[src/hdl/calib_pkg.sv]
// Register map and constants of the phase C calibration register bank
package calib_pkg;

    // Data and address widths of the register port
    localparam int DATA_W = 32;
    localparam int ADDR_W = 8;

    // Number of multipoint correction sets and width of their index
    localparam int NUM_POINTS = 5;
    localparam int RANGE_W = $clog2(NUM_POINTS);
    localparam int REG_COUNT = 18;

    // Every calibration word comes out of reset cleared
    localparam logic [DATA_W-1:0] CAL_RESET = 32'h00000000;
    localparam logic [RANGE_W-1:0] RANGE_FIRST = 3'h0;
    localparam logic [RANGE_W-1:0] RANGE_STEP = 3'h1;

    // Word offsets as seen on the register port
    localparam logic [ADDR_W-1:0] OFF_B_VAR_OS = 8'h30;
    localparam logic [ADDR_W-1:0] OFF_B_FVAR_OS = 8'h32;
    localparam logic [ADDR_W-1:0] OFF_C_IGAIN = 8'h40;
    localparam logic [ADDR_W-1:0] OFF_C_MPG0 = 8'h41;
    localparam logic [ADDR_W-1:0] OFF_C_MPG1 = 8'h42;
    localparam logic [ADDR_W-1:0] OFF_C_MPG2 = 8'h43;
    localparam logic [ADDR_W-1:0] OFF_C_MPG3 = 8'h44;
    localparam logic [ADDR_W-1:0] OFF_C_MPG4 = 8'h45;
    localparam logic [ADDR_W-1:0] OFF_C_PC0 = 8'h46;
    localparam logic [ADDR_W-1:0] OFF_C_PC1 = 8'h47;
    localparam logic [ADDR_W-1:0] OFF_C_PC2 = 8'h48;
    localparam logic [ADDR_W-1:0] OFF_C_PC3 = 8'h49;
    localparam logic [ADDR_W-1:0] OFF_C_PC4 = 8'h4a;
    localparam logic [ADDR_W-1:0] OFF_C_VGAIN = 8'h4b;
    localparam logic [ADDR_W-1:0] OFF_C_IRMS_OS = 8'h4c;
    localparam logic [ADDR_W-1:0] OFF_C_VRMS_OS = 8'h4d;
    localparam logic [ADDR_W-1:0] OFF_C_PGAIN = 8'h4e;
    localparam logic [ADDR_W-1:0] OFF_C_WATT_OS = 8'h4f;

    // Storage slot of each register
    localparam int IDX_B_VAR_OS = 0;
    localparam int IDX_B_FVAR_OS = 1;
    localparam int IDX_C_IGAIN = 2;
    localparam int IDX_C_MPG0 = 3;
    localparam int IDX_C_PC0 = 8;
    localparam int IDX_C_VGAIN = 13;
    localparam int IDX_C_IRMS_OS = 14;
    localparam int IDX_C_VRMS_OS = 15;
    localparam int IDX_C_PGAIN = 16;
    localparam int IDX_C_WATT_OS = 17;

    // Offset of each storage slot, in slot order
    localparam logic [ADDR_W-1:0] REG_ADDR [REG_COUNT] = '{
        OFF_B_VAR_OS, OFF_B_FVAR_OS, OFF_C_IGAIN,
        OFF_C_MPG0, OFF_C_MPG1, OFF_C_MPG2, OFF_C_MPG3, OFF_C_MPG4,
        OFF_C_PC0, OFF_C_PC1, OFF_C_PC2, OFF_C_PC3, OFF_C_PC4,
        OFF_C_VGAIN, OFF_C_IRMS_OS, OFF_C_VRMS_OS, OFF_C_PGAIN,
        OFF_C_WATT_OS
    };

endpackage

[src/hdl/range_selector.sv]
// Hysteretic current range selector for multipoint correction
module range_selector
    import calib_pkg::*;
#(
    parameter int POINTS = NUM_POINTS,
    parameter int WIDTH = DATA_W
) (
    // Clock, reset and enable
    input wire logic clock_i,
    input wire logic reset_n_i,
    input wire logic ce_i,
    // Selection control
    input wire logic multipoint_enable_i,
    input wire logic [WIDTH-1:0] current_rms_i,
    input wire logic [POINTS*WIDTH-1:0] low_thr_i,
    input wire logic [POINTS*WIDTH-1:0] high_thr_i,
    // Selected range
    output logic [RANGE_W-1:0] range_index_o
);

    logic [WIDTH-1:0] low_thr [POINTS];
    logic [WIDTH-1:0] high_thr [POINTS];

    // Split the flat threshold buses into one word per range
    for (genvar k = 0; k < POINTS; k++) begin : g_thr
        assign low_thr[k] = low_thr_i[k*WIDTH +: WIDTH];
        assign high_thr[k] = high_thr_i[k*WIDTH +: WIDTH];
    end

    // One step per cycle; the band between low and high holds the range
    always_ff @(posedge clock_i or negedge reset_n_i) begin
        if (!reset_n_i) begin
            range_index_o <= RANGE_FIRST;
        end else if (ce_i) begin
            if (!multipoint_enable_i) begin
                range_index_o <= RANGE_FIRST;
            end else if (int'(range_index_o) < POINTS - 1 &&
                         current_rms_i > high_thr[range_index_o]) begin
                range_index_o <= range_index_o + RANGE_STEP;
            end else if (range_index_o != RANGE_FIRST &&
                         current_rms_i < low_thr[range_index_o]) begin
                range_index_o <= range_index_o - RANGE_STEP;
            end
        end
    end
endmodule

[src/hdl/phase_c_calibration_registers.sv]
// Phase C calibration register bank with multipoint correction select
module phase_c_calibration_registers
    import calib_pkg::*;
(
    // Clock, reset and enable
    input wire logic clock_i,
    input wire logic reset_n_i,
    input wire logic ce_i,

    // Register port
    input wire logic [ADDR_W-1:0] address_i,
    input wire logic [DATA_W-1:0] write_data_i,
    input wire logic write_i,
    input wire logic read_i,
    output logic [DATA_W-1:0] read_data_o,

    // Multipoint selection inputs from the metrology core
    input wire logic multipoint_enable_i,
    input wire logic [DATA_W-1:0] phase_c_current_rms_value_i,
    input wire logic [NUM_POINTS*DATA_W-1:0] range_low_thresholds_i,
    input wire logic [NUM_POINTS*DATA_W-1:0] range_high_thresholds_i,

    // Phase B reactive offsets
    output logic [DATA_W-1:0] phase_b_reactive_offset_o,
    output logic [DATA_W-1:0] phase_b_fund_reactive_offset_o,

    // Phase C channel gains and rms offsets
    output logic [DATA_W-1:0] phase_c_current_gain_o,
    output logic [DATA_W-1:0] phase_c_voltage_gain_o,
    output logic [DATA_W-1:0] phase_c_current_rms_offset_o,
    output logic [DATA_W-1:0] phase_c_voltage_rms_offset_o,

    // Phase C power corrections
    output logic [DATA_W-1:0] phase_c_active_power_gain_o,
    output logic [DATA_W-1:0] phase_c_apparent_power_gain_o,
    output logic [DATA_W-1:0] phase_c_reactive_power_gain_o,
    output logic [DATA_W-1:0] phase_c_fund_reactive_power_gain_o,
    output logic [DATA_W-1:0] phase_c_active_power_offset_o,

    // Multipoint selection results
    output logic multipoint_active_o,
    output logic [RANGE_W-1:0] range_index_o,
    output logic [DATA_W-1:0] multipoint_gain_o,
    output logic [DATA_W-1:0] phase_correction_o
);

    logic [DATA_W-1:0] cal_reg [REG_COUNT];
    logic [REG_COUNT-1:0] hit;
    logic [DATA_W-1:0] next_read_data;
    logic [DATA_W-1:0] next_multipoint_gain;
    logic [DATA_W-1:0] next_phase_correction;
    logic [RANGE_W-1:0] range_index;

    // Address decode, one comparator per slot
    for (genvar i = 0; i < REG_COUNT; i++) begin : g_decode
        assign hit[i] = (address_i == REG_ADDR[i]);
    end

    // Storage: one word per slot, written only on a matching strobe
    for (genvar i = 0; i < REG_COUNT; i++) begin : g_store
        always_ff @(posedge clock_i or negedge reset_n_i) begin
            if (!reset_n_i) begin
                cal_reg[i] <= CAL_RESET;
            end else if (ce_i && write_i && hit[i]) begin
                cal_reg[i] <= write_data_i;
            end
        end
    end

    // Read mux; an unmapped offset answers with zero
    always_comb begin
        next_read_data = CAL_RESET;
        for (int i = 0; i < REG_COUNT; i++) begin
            if (hit[i]) begin
                next_read_data = cal_reg[i];
            end
        end
    end

    // Read data stands for exactly one cycle after the strobe
    always_ff @(posedge clock_i or negedge reset_n_i) begin
        if (!reset_n_i) begin
            read_data_o <= CAL_RESET;
        end else if (ce_i) begin
            read_data_o <= read_i ? next_read_data : CAL_RESET;
        end
    end

    // Fixed corrections go straight out of their storage flops
    assign phase_b_reactive_offset_o = cal_reg[IDX_B_VAR_OS];
    assign phase_b_fund_reactive_offset_o = cal_reg[IDX_B_FVAR_OS];
    assign phase_c_current_gain_o = cal_reg[IDX_C_IGAIN];
    assign phase_c_voltage_gain_o = cal_reg[IDX_C_VGAIN];
    assign phase_c_current_rms_offset_o = cal_reg[IDX_C_IRMS_OS];
    assign phase_c_voltage_rms_offset_o = cal_reg[IDX_C_VRMS_OS];
    assign phase_c_active_power_offset_o = cal_reg[IDX_C_WATT_OS];

    // One power gain word fans out to the four power calculations
    assign phase_c_active_power_gain_o = cal_reg[IDX_C_PGAIN];
    assign phase_c_apparent_power_gain_o = cal_reg[IDX_C_PGAIN];
    assign phase_c_reactive_power_gain_o = cal_reg[IDX_C_PGAIN];
    assign phase_c_fund_reactive_power_gain_o = cal_reg[IDX_C_PGAIN];

    // Range tracking lives in its own block so the band logic stays apart
    range_selector #(
        .POINTS(NUM_POINTS),
        .WIDTH(DATA_W)
    ) u_range (
        .clock_i(clock_i),
        .reset_n_i(reset_n_i),
        .ce_i(ce_i),
        .multipoint_enable_i(multipoint_enable_i),
        .current_rms_i(phase_c_current_rms_value_i),
        .low_thr_i(range_low_thresholds_i),
        .high_thr_i(range_high_thresholds_i),
        .range_index_o(range_index)
    );

    assign range_index_o = range_index;

    // Pick the correction words of the current range
    always_comb begin
        next_multipoint_gain = cal_reg[IDX_C_MPG0 + int'(range_index)];
        next_phase_correction = cal_reg[IDX_C_PC0];
        if (multipoint_enable_i) begin
            next_phase_correction =
                cal_reg[IDX_C_PC0 + int'(range_index)];
        end
    end

    // Registered so a range change switches both words on one edge, but on disable the phase word
    // reaches the first set one cycle before the gain; costs one cycle of lag after a range change
    always_ff @(posedge clock_i or negedge reset_n_i) begin
        if (!reset_n_i) begin
            multipoint_gain_o <= CAL_RESET;
            phase_correction_o <= CAL_RESET;
            multipoint_active_o <= 1'b0;
        end else if (ce_i) begin
            multipoint_gain_o <= next_multipoint_gain;
            phase_correction_o <= next_phase_correction;
            multipoint_active_o <= multipoint_enable_i;
        end
    end
endmodule

[config.mk]
export PLATFORM = sky130hd
export DESIGN_NAME = phase_c_calibration_registers
export DESIGN_NICKNAME = d
export VERILOG_FILES = /design/src/hdl/calib_pkg.sv /design/src/hdl/range_selector.sv /design/src/hdl/phase_c_calibration_registers.sv
export SDC_FILE = /design/constraint.sdc
export NUM_CORES = 2
export LEC_CHECK = 0
export BUFFER_PORTS_ARGS = -buffer_cell sky130_fd_sc_hd__buf_2
export CAP_MARGIN = 20
export CORE_ASPECT_RATIO = 1.5
export CORE_UTILIZATION = 35
export CTS_CLUSTER_SIZE = 28
export DETAILED_ROUTE_END_ITERATION = 6
export SYNTH_ARGS = -nofsm -noshare
export SYNTH_HDL_FRONTEND = slang
export SYNTH_HIERARCHICAL = 1
export SYNTH_SLANG_ARGS = --single-unit
[constraint.sdc]
create_clock -name clock_i -period 10.1 [get_ports clock_i]
set_clock_uncertainty 0.15 [all_clocks]
set_input_delay 1.515 -clock clock_i [delete_from_list [all_inputs] [get_ports clock_i]]
set_output_delay 1.515 -clock clock_i [all_outputs]
set_load 0.02 [all_outputs]
=== After elaboration in Yosys (flattened, before gate mapping) ===
Cells that the tools add are included.

* Add/sub/neg operators: 4
* Multipliers: 0
* Divide/modulo/power cells: 0
* $lt $le $gt $ge: 6
* Equality and inequality tests: 19
* Shift operators: 0
* Mux-type cells: 35
* Bitwise logic cells: 3
* Reductions and logical operators: 23

{| class="wikitable"
|+ Operators with widths
! kind !! number
|-
| 32-bit 2-to-1 mux || 28
|-
| 32-bit binary-select mux with 5-bit select || 2
|-
| 32-bit binary-select mux with 3-bit select || 2
|-
| 8-bit by 7-bit == test with 1-bit output, second input constant || 16
|-
| 32-bit by 6-bit >= comparator with 1-bit output, second input constant || 2
|-
| 32-bit greater-than comparator || 1
|-
| 32-bit < comparator || 1
|-
| 4-bit inverter with 32-bit output || 1
|-
| 5-bit inverter with 32-bit output || 1
|-
| 1-bit logical AND || 21
|-
| 8-bit by 6-bit == test with 1-bit output, second input constant || 2
|-
| 3-bit 2-to-1 mux || 3
|-
| 4-bit by 3-bit adder with 5-bit output, first input constant || 1
|-
| 2-bit by 3-bit adder with 4-bit output, first input constant || 1
|-
| 4-bit >= comparator, second input constant || 1
|-
| 3-bit inverter with 4-bit output || 1
|-
| 3-bit by 1-bit adder with 3-bit output, second input constant || 1
|-
| 3-bit < comparator, second input constant || 1
|-
| 3-bit by 1-bit inequality test with 1-bit output, second input constant || 1
|-
| 3-bit nonzero test || 1
|-
| 3-bit by 1-bit subtractor with 3-bit output, second input constant || 1
|-
| 2-bit AND reduction || 1
|}

* Register bits: 676
* Latch bits: 0
* Memory bits (writable): 0
* ROM bits: 0
* Bits of input ports: 398
* Word-level logic and storage cells: 113
* Memories kept: 0

=== Logic depth before layout (Yosys ltp) ===
* Depth after elaboration: 20
* Depth in mapped cells: 17

=== Hierarchy ===
Netlist, hierarchy kept.

{| class="wikitable"
|+ Modules (own cells, without submodules)
! module !! instances !! cells an instance !! area an instance (µm²) !! seq. area each (µm²)
|-
| phase_c_calibration_registers || 1 || 3280 || 39593.0 || 16841.2
|-
| range_selector || 1 || 609 || 4205.3 || 75.1
|}

=== Worst setup path before layout ===
Ideal clock, no wire load.

* Path type: input-to-reg
* Start: input range_high_thresholds_i[154]
* End: register u_range.range_index_o[2]
* Setup time: 122 ps
* Arrival time: 3941 ps
* Data required time: 9828 ps
* Setup slack: 5888 ps
* Cell stages on the path: 13
* Buffers on the path: 0
* Path through: mux2i_1 > o21ai_0 > a21oi_1 > ha_1 > and4_4 > a221o_1 > a211oi_1 > a21o_1 > nor2_1 > fa_1 > nor2b_1 > a41oi_1 > o21ai_1

* Longest elaborated chain between the ends: 7

{| class="wikitable"
|+ Ends and longest elaborated chain
! element !! line !! source
|-
| start: declaration || phase_c_calibration_registers.sv:21 || <nowiki>input wire logic [NUM_POINTS*DATA_W-1:0] range_high_thresholds_i,</nowiki>
|-
| 32-bit binary-select mux with 3-bit select (*) || range_selector.sv:38 || <nowiki>current_rms_i > high_thr[range_index_o]) begin</nowiki>
|-
| 32-bit 2-to-1 mux (implied by the code) (*) (2 in series) || range_selector.sv:38 ||
|-
| 32-bit greater-than comparator (*) || range_selector.sv:38 ||
|-
| 1-bit logical AND (*) || range_selector.sv:37 || <nowiki>end else if (int'(range_index_o) < POINTS - 1 &&</nowiki>
|-
| 3-bit by 1-bit inequality test with 1-bit output (no source line) or 3-bit 2-to-1 mux (tied branches) || -- ||
|-
| 2-bit AND reduction (no source line) or 3-bit 2-to-1 mux (tied branches) || -- ||
|-
| end signal: assignment || range_selector.sv:39 || <nowiki>range_index_o <= range_index_o + RANGE_STEP;</nowiki>
|-
| end signal: assignment || range_selector.sv:42 || <nowiki>range_index_o <= range_index_o - RANGE_STEP;</nowiki>
|-
| end: declaration || range_selector.sv:18 || <nowiki>output logic [RANGE_W-1:0] range_index_o</nowiki>
|}

Mark *: on every way between the ends. The rest lies on a longest branch, timed or not. The select of a mux whose other input is x is not followed.
A chain may end at the register's enable or synchronous reset.

=== Final worst setup path ===
* Start: register u_range.range_index_o[2]
* End: register u_range.range_index_o[2]

* Longest elaborated chain between the ends: 8

{| class="wikitable"
|+ Ends and longest elaborated chain
! element !! line
|-
| 3-bit inverter with 4-bit output (implied by the code) || range_selector.sv:38, range_selector.sv:41
|-
| 32-bit binary-select mux with 3-bit select (on tied branches) || range_selector.sv:41, range_selector.sv:38
|-
| 32-bit 2-to-1 mux (on tied branches) (2 in series) || range_selector.sv:41, range_selector.sv:38
|-
| 32-bit < comparator or 32-bit greater-than comparator (tied branches) || range_selector.sv:41, range_selector.sv:38
|-
| 1-bit logical AND (on tied branches) || range_selector.sv:40, range_selector.sv:37
|-
| 3-bit by 1-bit inequality test with 1-bit output (no source line) or 3-bit 2-to-1 mux (tied branches) || --
|-
| 2-bit AND reduction (no source line) or 3-bit 2-to-1 mux (tied branches) || --
|}

Several ways; a longest one is shown, not always the timed one. The select of a mux whose other input is x is not followed.

==> flow_summary.html <==
<table>
<tr><th>Metric</th><th>Value</th></tr>
<tr><th colspan="2">Place</th></tr>
<tr><td>Input/output buffers</td><td>849</td></tr>
<tr><td>Detailed placer's ending HPWL</td><td>144000 um</td></tr>
<tr><td>Worst slack, placed</td><td>4.75 ns</td></tr>
<tr><td>Cell total after placement</td><td>5727</td></tr>
<tr><td>Cell Area, Placed</td><td>46800 um2</td></tr>
<tr><td>Last weighted congestion value of the routability-driven placer</td><td>0.963</td></tr>
<tr><th colspan="2">Yosys</th></tr>
<tr><td>Share of the synthesized netlist area taken by xor and xnor gates</td><td>0.0200%</td></tr>
<tr><td>Gate count after technology mapping</td><td>3889</td></tr>
<tr><td>Post-synthesis share of cell area spent on and, or, nand and nor gates</td><td>6.32%</td></tr>
<tr><td>Largest family of logic cells by synthesized area</td><td>multiplexers</td></tr>
<tr><td>Sequential cell area fraction in the yosys report</td><td>38.6%</td></tr>
<tr><td>Post-synthesis instance area</td><td>43800 um2</td></tr>
<tr><td>Portion of netlist area occupied by mux cells</td><td>31.4%</td></tr>
<tr><td>Share of flip-flops with an asynchronous set or reset after synthesis</td><td>100%</td></tr>
<tr><td>Synth Area in Adders</td><td>1.87%</td></tr>
<tr><td>Synth Area per Inst</td><td>11.3 um2</td></tr>
<tr><td>Synth Register Bits</td><td>676</td></tr>
<tr><td>Share of the synthesized area in compound gates (AO/OA/AOI/OAI)</td><td>12.1%</td></tr>
<tr><td>Top FF cell, synth</td><td>dfrtp_1</td></tr>
<tr><td>Warning count from the yosys run</td><td>6</td></tr>
<tr><td>Synthesized net count</td><td>4352</td></tr>
<tr><td>EDFF count, synth</td><td>0</td></tr>
<tr><td>Count of different cell masters after synthesis</td><td>93</td></tr>
<tr><th colspan="2">Clock network</th></tr>
<tr><td>Clock sink total</td><td>676</td></tr>
<tr><td>Post-cts sizing count</td><td>0</td></tr>
<tr><td>H-tree Lvls</td><td>3</td></tr>
<tr><td>Cell at the root of the clock tree</td><td>clkbuf_16</td></tr>
<tr><td>Clk Latency, worst-skew pair</td><td>0.67 ns</td></tr>
<tr><td>Maximum number of buffers from clock root to sink</td><td>3</td></tr>
<tr><td>Clock Pin Slew Worst Setup and Hold Paths</td><td>0.07 ns</td></tr>
<tr><td>CTS tree</td><td>built</td></tr>
<tr><td>Number of buffers inserted during clock tree synthesis</td><td>70</td></tr>
<tr><td>Quantity of hold-fixing buffers added after cts</td><td>0</td></tr>
<tr><td>Number of setup buffers added after CTS</td><td>0</td></tr>
<tr><th colspan="2">Global route</th></tr>
<tr><td>Congestion Overflow GR</td><td>0</td></tr>
<tr><td>Global-route wire length before repair</td><td>275000 um</td></tr>
<tr><td>Number of antenna violations at the first check in global routing</td><td>43</td></tr>
<tr><td>Global-route usage over all layers</td><td>30.3%</td></tr>
<tr><td>Maximum number of pins on one net before global-route repair</td><td>165</td></tr>
<tr><td>Number of global-route vias before repair</td><td>35100</td></tr>
<tr><th colspan="2">Layout</th></tr>
<tr><td>Most frequent standard cell in the layout excluding fill and tap cells</td><td>buf_2</td></tr>
<tr><td>Net count of the finished layout</td><td>4662</td></tr>
<tr><td>Layout cells sized above 1</td><td>44.5%</td></tr>
<tr><td>Post-layout instance area</td><td>49300 um2</td></tr>
<tr><td>Max reg flops</td><td>320</td></tr>
<tr><td>Final standard cell utilization of the core</td><td>39.8%</td></tr>
<tr><td>Area delta synth-&gt;final</td><td>12.6%</td></tr>
<tr><td>Most frequent cells in the layout</td><td>buf_2 (845), dfrtp_1 (673), mux2_2 (569)</td></tr>
<tr><td>Number of non-filler instances in the completed layout</td><td>5896</td></tr>
<tr><td>Number of inserted filler cells in the final layout</td><td>12100</td></tr>
<tr><th colspan="2">Critical path</th></tr>
<tr><td>Worst EP required</td><td>10.50 ns</td></tr>
<tr><td>Peak fanout along the critical path</td><td>45</td></tr>
<tr><td>Length in cells of the worst reg-to-reg path</td><td>18</td></tr>
<tr><td>Critical path class</td><td>reg -&gt; reg</td></tr>
<tr><td>Data arrival, critical path</td><td>5.77 ns</td></tr>
<tr><td>Crit path launch type</td><td>flip-flop</td></tr>
<tr><td>Crit path capture type</td><td>flip-flop</td></tr>
<tr><th colspan="2">Detailed routing</th></tr>
<tr><td>Post-detailed-route via-to-cell ratio</td><td>5.99</td></tr>
<tr><td>Remaining antenna violation count</td><td>0</td></tr>
<tr><td>Total Routed Length</td><td>195000 um</td></tr>
<tr><td>Total DRC errors in the routed layout</td><td>0</td></tr>
<tr><td>Via count of the routed design</td><td>35300</td></tr>
<tr><td>Initial DRT Pass Iterations</td><td>5</td></tr>
<tr><td>Starting DRC count in detailed routing</td><td>3141</td></tr>
<tr><td>Average wire per cell in the routed design</td><td>33.1 um</td></tr>
<tr><th colspan="2">Pwr</th></tr>
<tr><td>Worst voltage drop across the vdd grid</td><td>0.198 mV</td></tr>
<tr><td>Design Power</td><td>9.21 mW</td></tr>
<tr><td>Static power due to leakage</td><td>23.8 nW</td></tr>
<tr><td>Power density normalized to cell area</td><td>187 nW/um2</td></tr>
<tr><th colspan="2">STA</th></tr>
<tr><td>Max-slew violation total from the final report</td><td>0</td></tr>
<tr><td>Hold Fails Final Rpt</td><td>0</td></tr>
<tr><td>Setup slack after layout</td><td>4.72 ns</td></tr>
<tr><td>Fraction of the cycle the final worst path needs</td><td>53.2%</td></tr>
<tr><td>Post-layout minimum cycle time</td><td>5.38 ns</td></tr>
<tr><td>Relative slew slack</td><td>13.4%</td></tr>
<tr><td>Setup repair after global routing missed its margin</td><td>false</td></tr>
<tr><td>Highest clock rate</td><td>186 MHz</td></tr>
<tr><td>Total negative setup slack</td><td>0 ns</td></tr>
<tr><td>Tightest hold margin</td><td>0.325 ns</td></tr>
<tr><td>Slew @ Worst Pin</td><td>1.26 ns</td></tr>
<tr><td>Number of failing setup endpoints in the final timing report</td><td>0</td></tr>
<tr><th colspan="2">Die</th></tr>
<tr><td>Horizontal extent of the die</td><td>291 um</td></tr>
<tr><td>Number of standard-cell rows in the floorplan</td><td>158</td></tr>
<tr><td>Number of primary I/O pins</td><td>850</td></tr>
<tr><td>Die outline height</td><td>435 um</td></tr>
<tr><td>Core ar.</td><td>124000 um2</td></tr>
<tr><td>Starting density of the core</td><td>35.3%</td></tr>
<tr><td>Die ar.</td><td>127000 um2</td></tr>
<tr><th colspan="2">Status</th></tr>
<tr><td>Outcome</td><td>finished, final reports clean</td></tr>
<tr><th colspan="2">Min path</th></tr>
<tr><td>Worst hold path stage count</td><td>1</td></tr>
<tr><td>Type of the most critical hold path</td><td>reg -&gt; reg</td></tr>
<tr><th colspan="2">Run</th></tr>
<tr><td>Count of maximum capacitance violations</td><td>0</td></tr>
</table>
==> path summary, 6_finish.rpt <==
kind                                                 startpoint                                  endpoint  slack [ns]
max                        u_range/range_index_o[2]$_DFFE_PN0P_      u_range/range_index_o[2]$_DFFE_PN0P_        4.72
min                           phase_correction_o[0]$_DFFE_PN0P_         phase_correction_o[0]$_DFFE_PN0P_        0.32
max reg2reg                u_range/range_index_o[2]$_DFFE_PN0P_      u_range/range_index_o[2]$_DFFE_PN0P_        4.72
min reg2reg                   phase_correction_o[0]$_DFFE_PN0P_         phase_correction_o[0]$_DFFE_PN0P_        0.32
max in group asynchronous                             reset_n_i                  cal_reg[475]$_DFFE_PN0P_        6.92
min in group asynchronous                             reset_n_i  phase_b_reactive_offset_o[9]$_DFFE_PN0P_        0.63
==> Yosys cell counts, drive strengths merged (4+ instances only) <==
cell     instances  area, um2
o2111a           4       45.0
buf            512       3450
a211o            4       35.0
o22ai           66        413
nand2          232        871
o211ai          18        135
clkbuf         168        631
o2bb2ai         45        394
nor4b            6       73.8
a22o            21        184
a211oi           7       52.6
a2bb2oi         24        210
a21o            67        503
o31ai            9       72.6
a32oi           14        130
mux4           219       4930
a221oi          26        234
nor3b            8       70.1
nor3            36        238
o311ai           5       43.8
o2111ai          7       67.6
o311a            5       50.1
o21ai          229       1150
nor4             4       37.5
ha              64        801
nand4           11       68.8
nor2           170        656
mux2i          231       2310
and3            16        100
o221ai          10       93.8
mux2           577       6500
and3b            4       35.0
a21oi          157        793
inv             40        150
a21boi          13       97.6
and2             6       37.5
a22oi           20        150
dfrtp          676      16900
a31oi           43        269
nor2b           32        200
nand3           31        160
nand2b          12       75.1
==> cells by family (layout without fill, tap and decap cells) <==
family,after synthesis,in the layout
flip-flops,676,676
AND/OR/NAND/NOR,585,585
other,0,46
adder cells (fa/ha/maj),65,65
buffers and inverters,721,1082
multiplexers,1027,1027
AO/OA/AOI/OAI,814,814
XOR/XNOR,1,1
==> layout make-up <==
| type | count | area, um2 | area share [%] |
|---|---|---|---|
| clock buffers | 96 | 2050 | 4.17 |
| clock inverters | 27 | 342 | 0.693 |
| multi-input cells | 2492 | 22900 | 46.3 |
| flip-flops and latches | 676 | 16900 | 34.3 |
| diodes | 46 | 115 | 0.233 |
| well taps | 1600 | 2000 | 4.06 |
| repair buffers | 918 | 4870 | 9.88 |
| inverters | 41 | 156 | 0.317 |
==> per-layer routing <==
layer  track usage, %  share of wire (%)  wire [um]
met3             7.61                8.3      16200
met5                0              0.043         83
met1             33.0                 34      67000
met4             19.0                7.1      13900
met2             52.3                 50      97700
==> power breakdown <==
part           leakage, nW  internal, mW  switching [mW]
logic                 13.3          1.29            2.18
clock network         1.19          1.61            1.17
registers             9.26          2.81           0.155
==> worst max-delay path, stage by stage (launching register included) <==
cell and delay [ns]:
dfrtp_4 0.65, buf_4 0.44, nor2_4 0.16, buf_4 0.35, buf_4 0.45, nand2_1 0.09, o21ai_0 0.08, a21oi_1 0.12
ha_1 0.34, and4_1 0.25, nand3_1 0.09, nor3_1 0.53, nor4b_2 0.42, a21o_1 0.15, nor2_1 0.05, fa_1 0.44
nor2b_1 0.15, a41oi_1 0.24, o21ai_1 0.08
No activity file was read; power rests on OpenSTA's default activity.
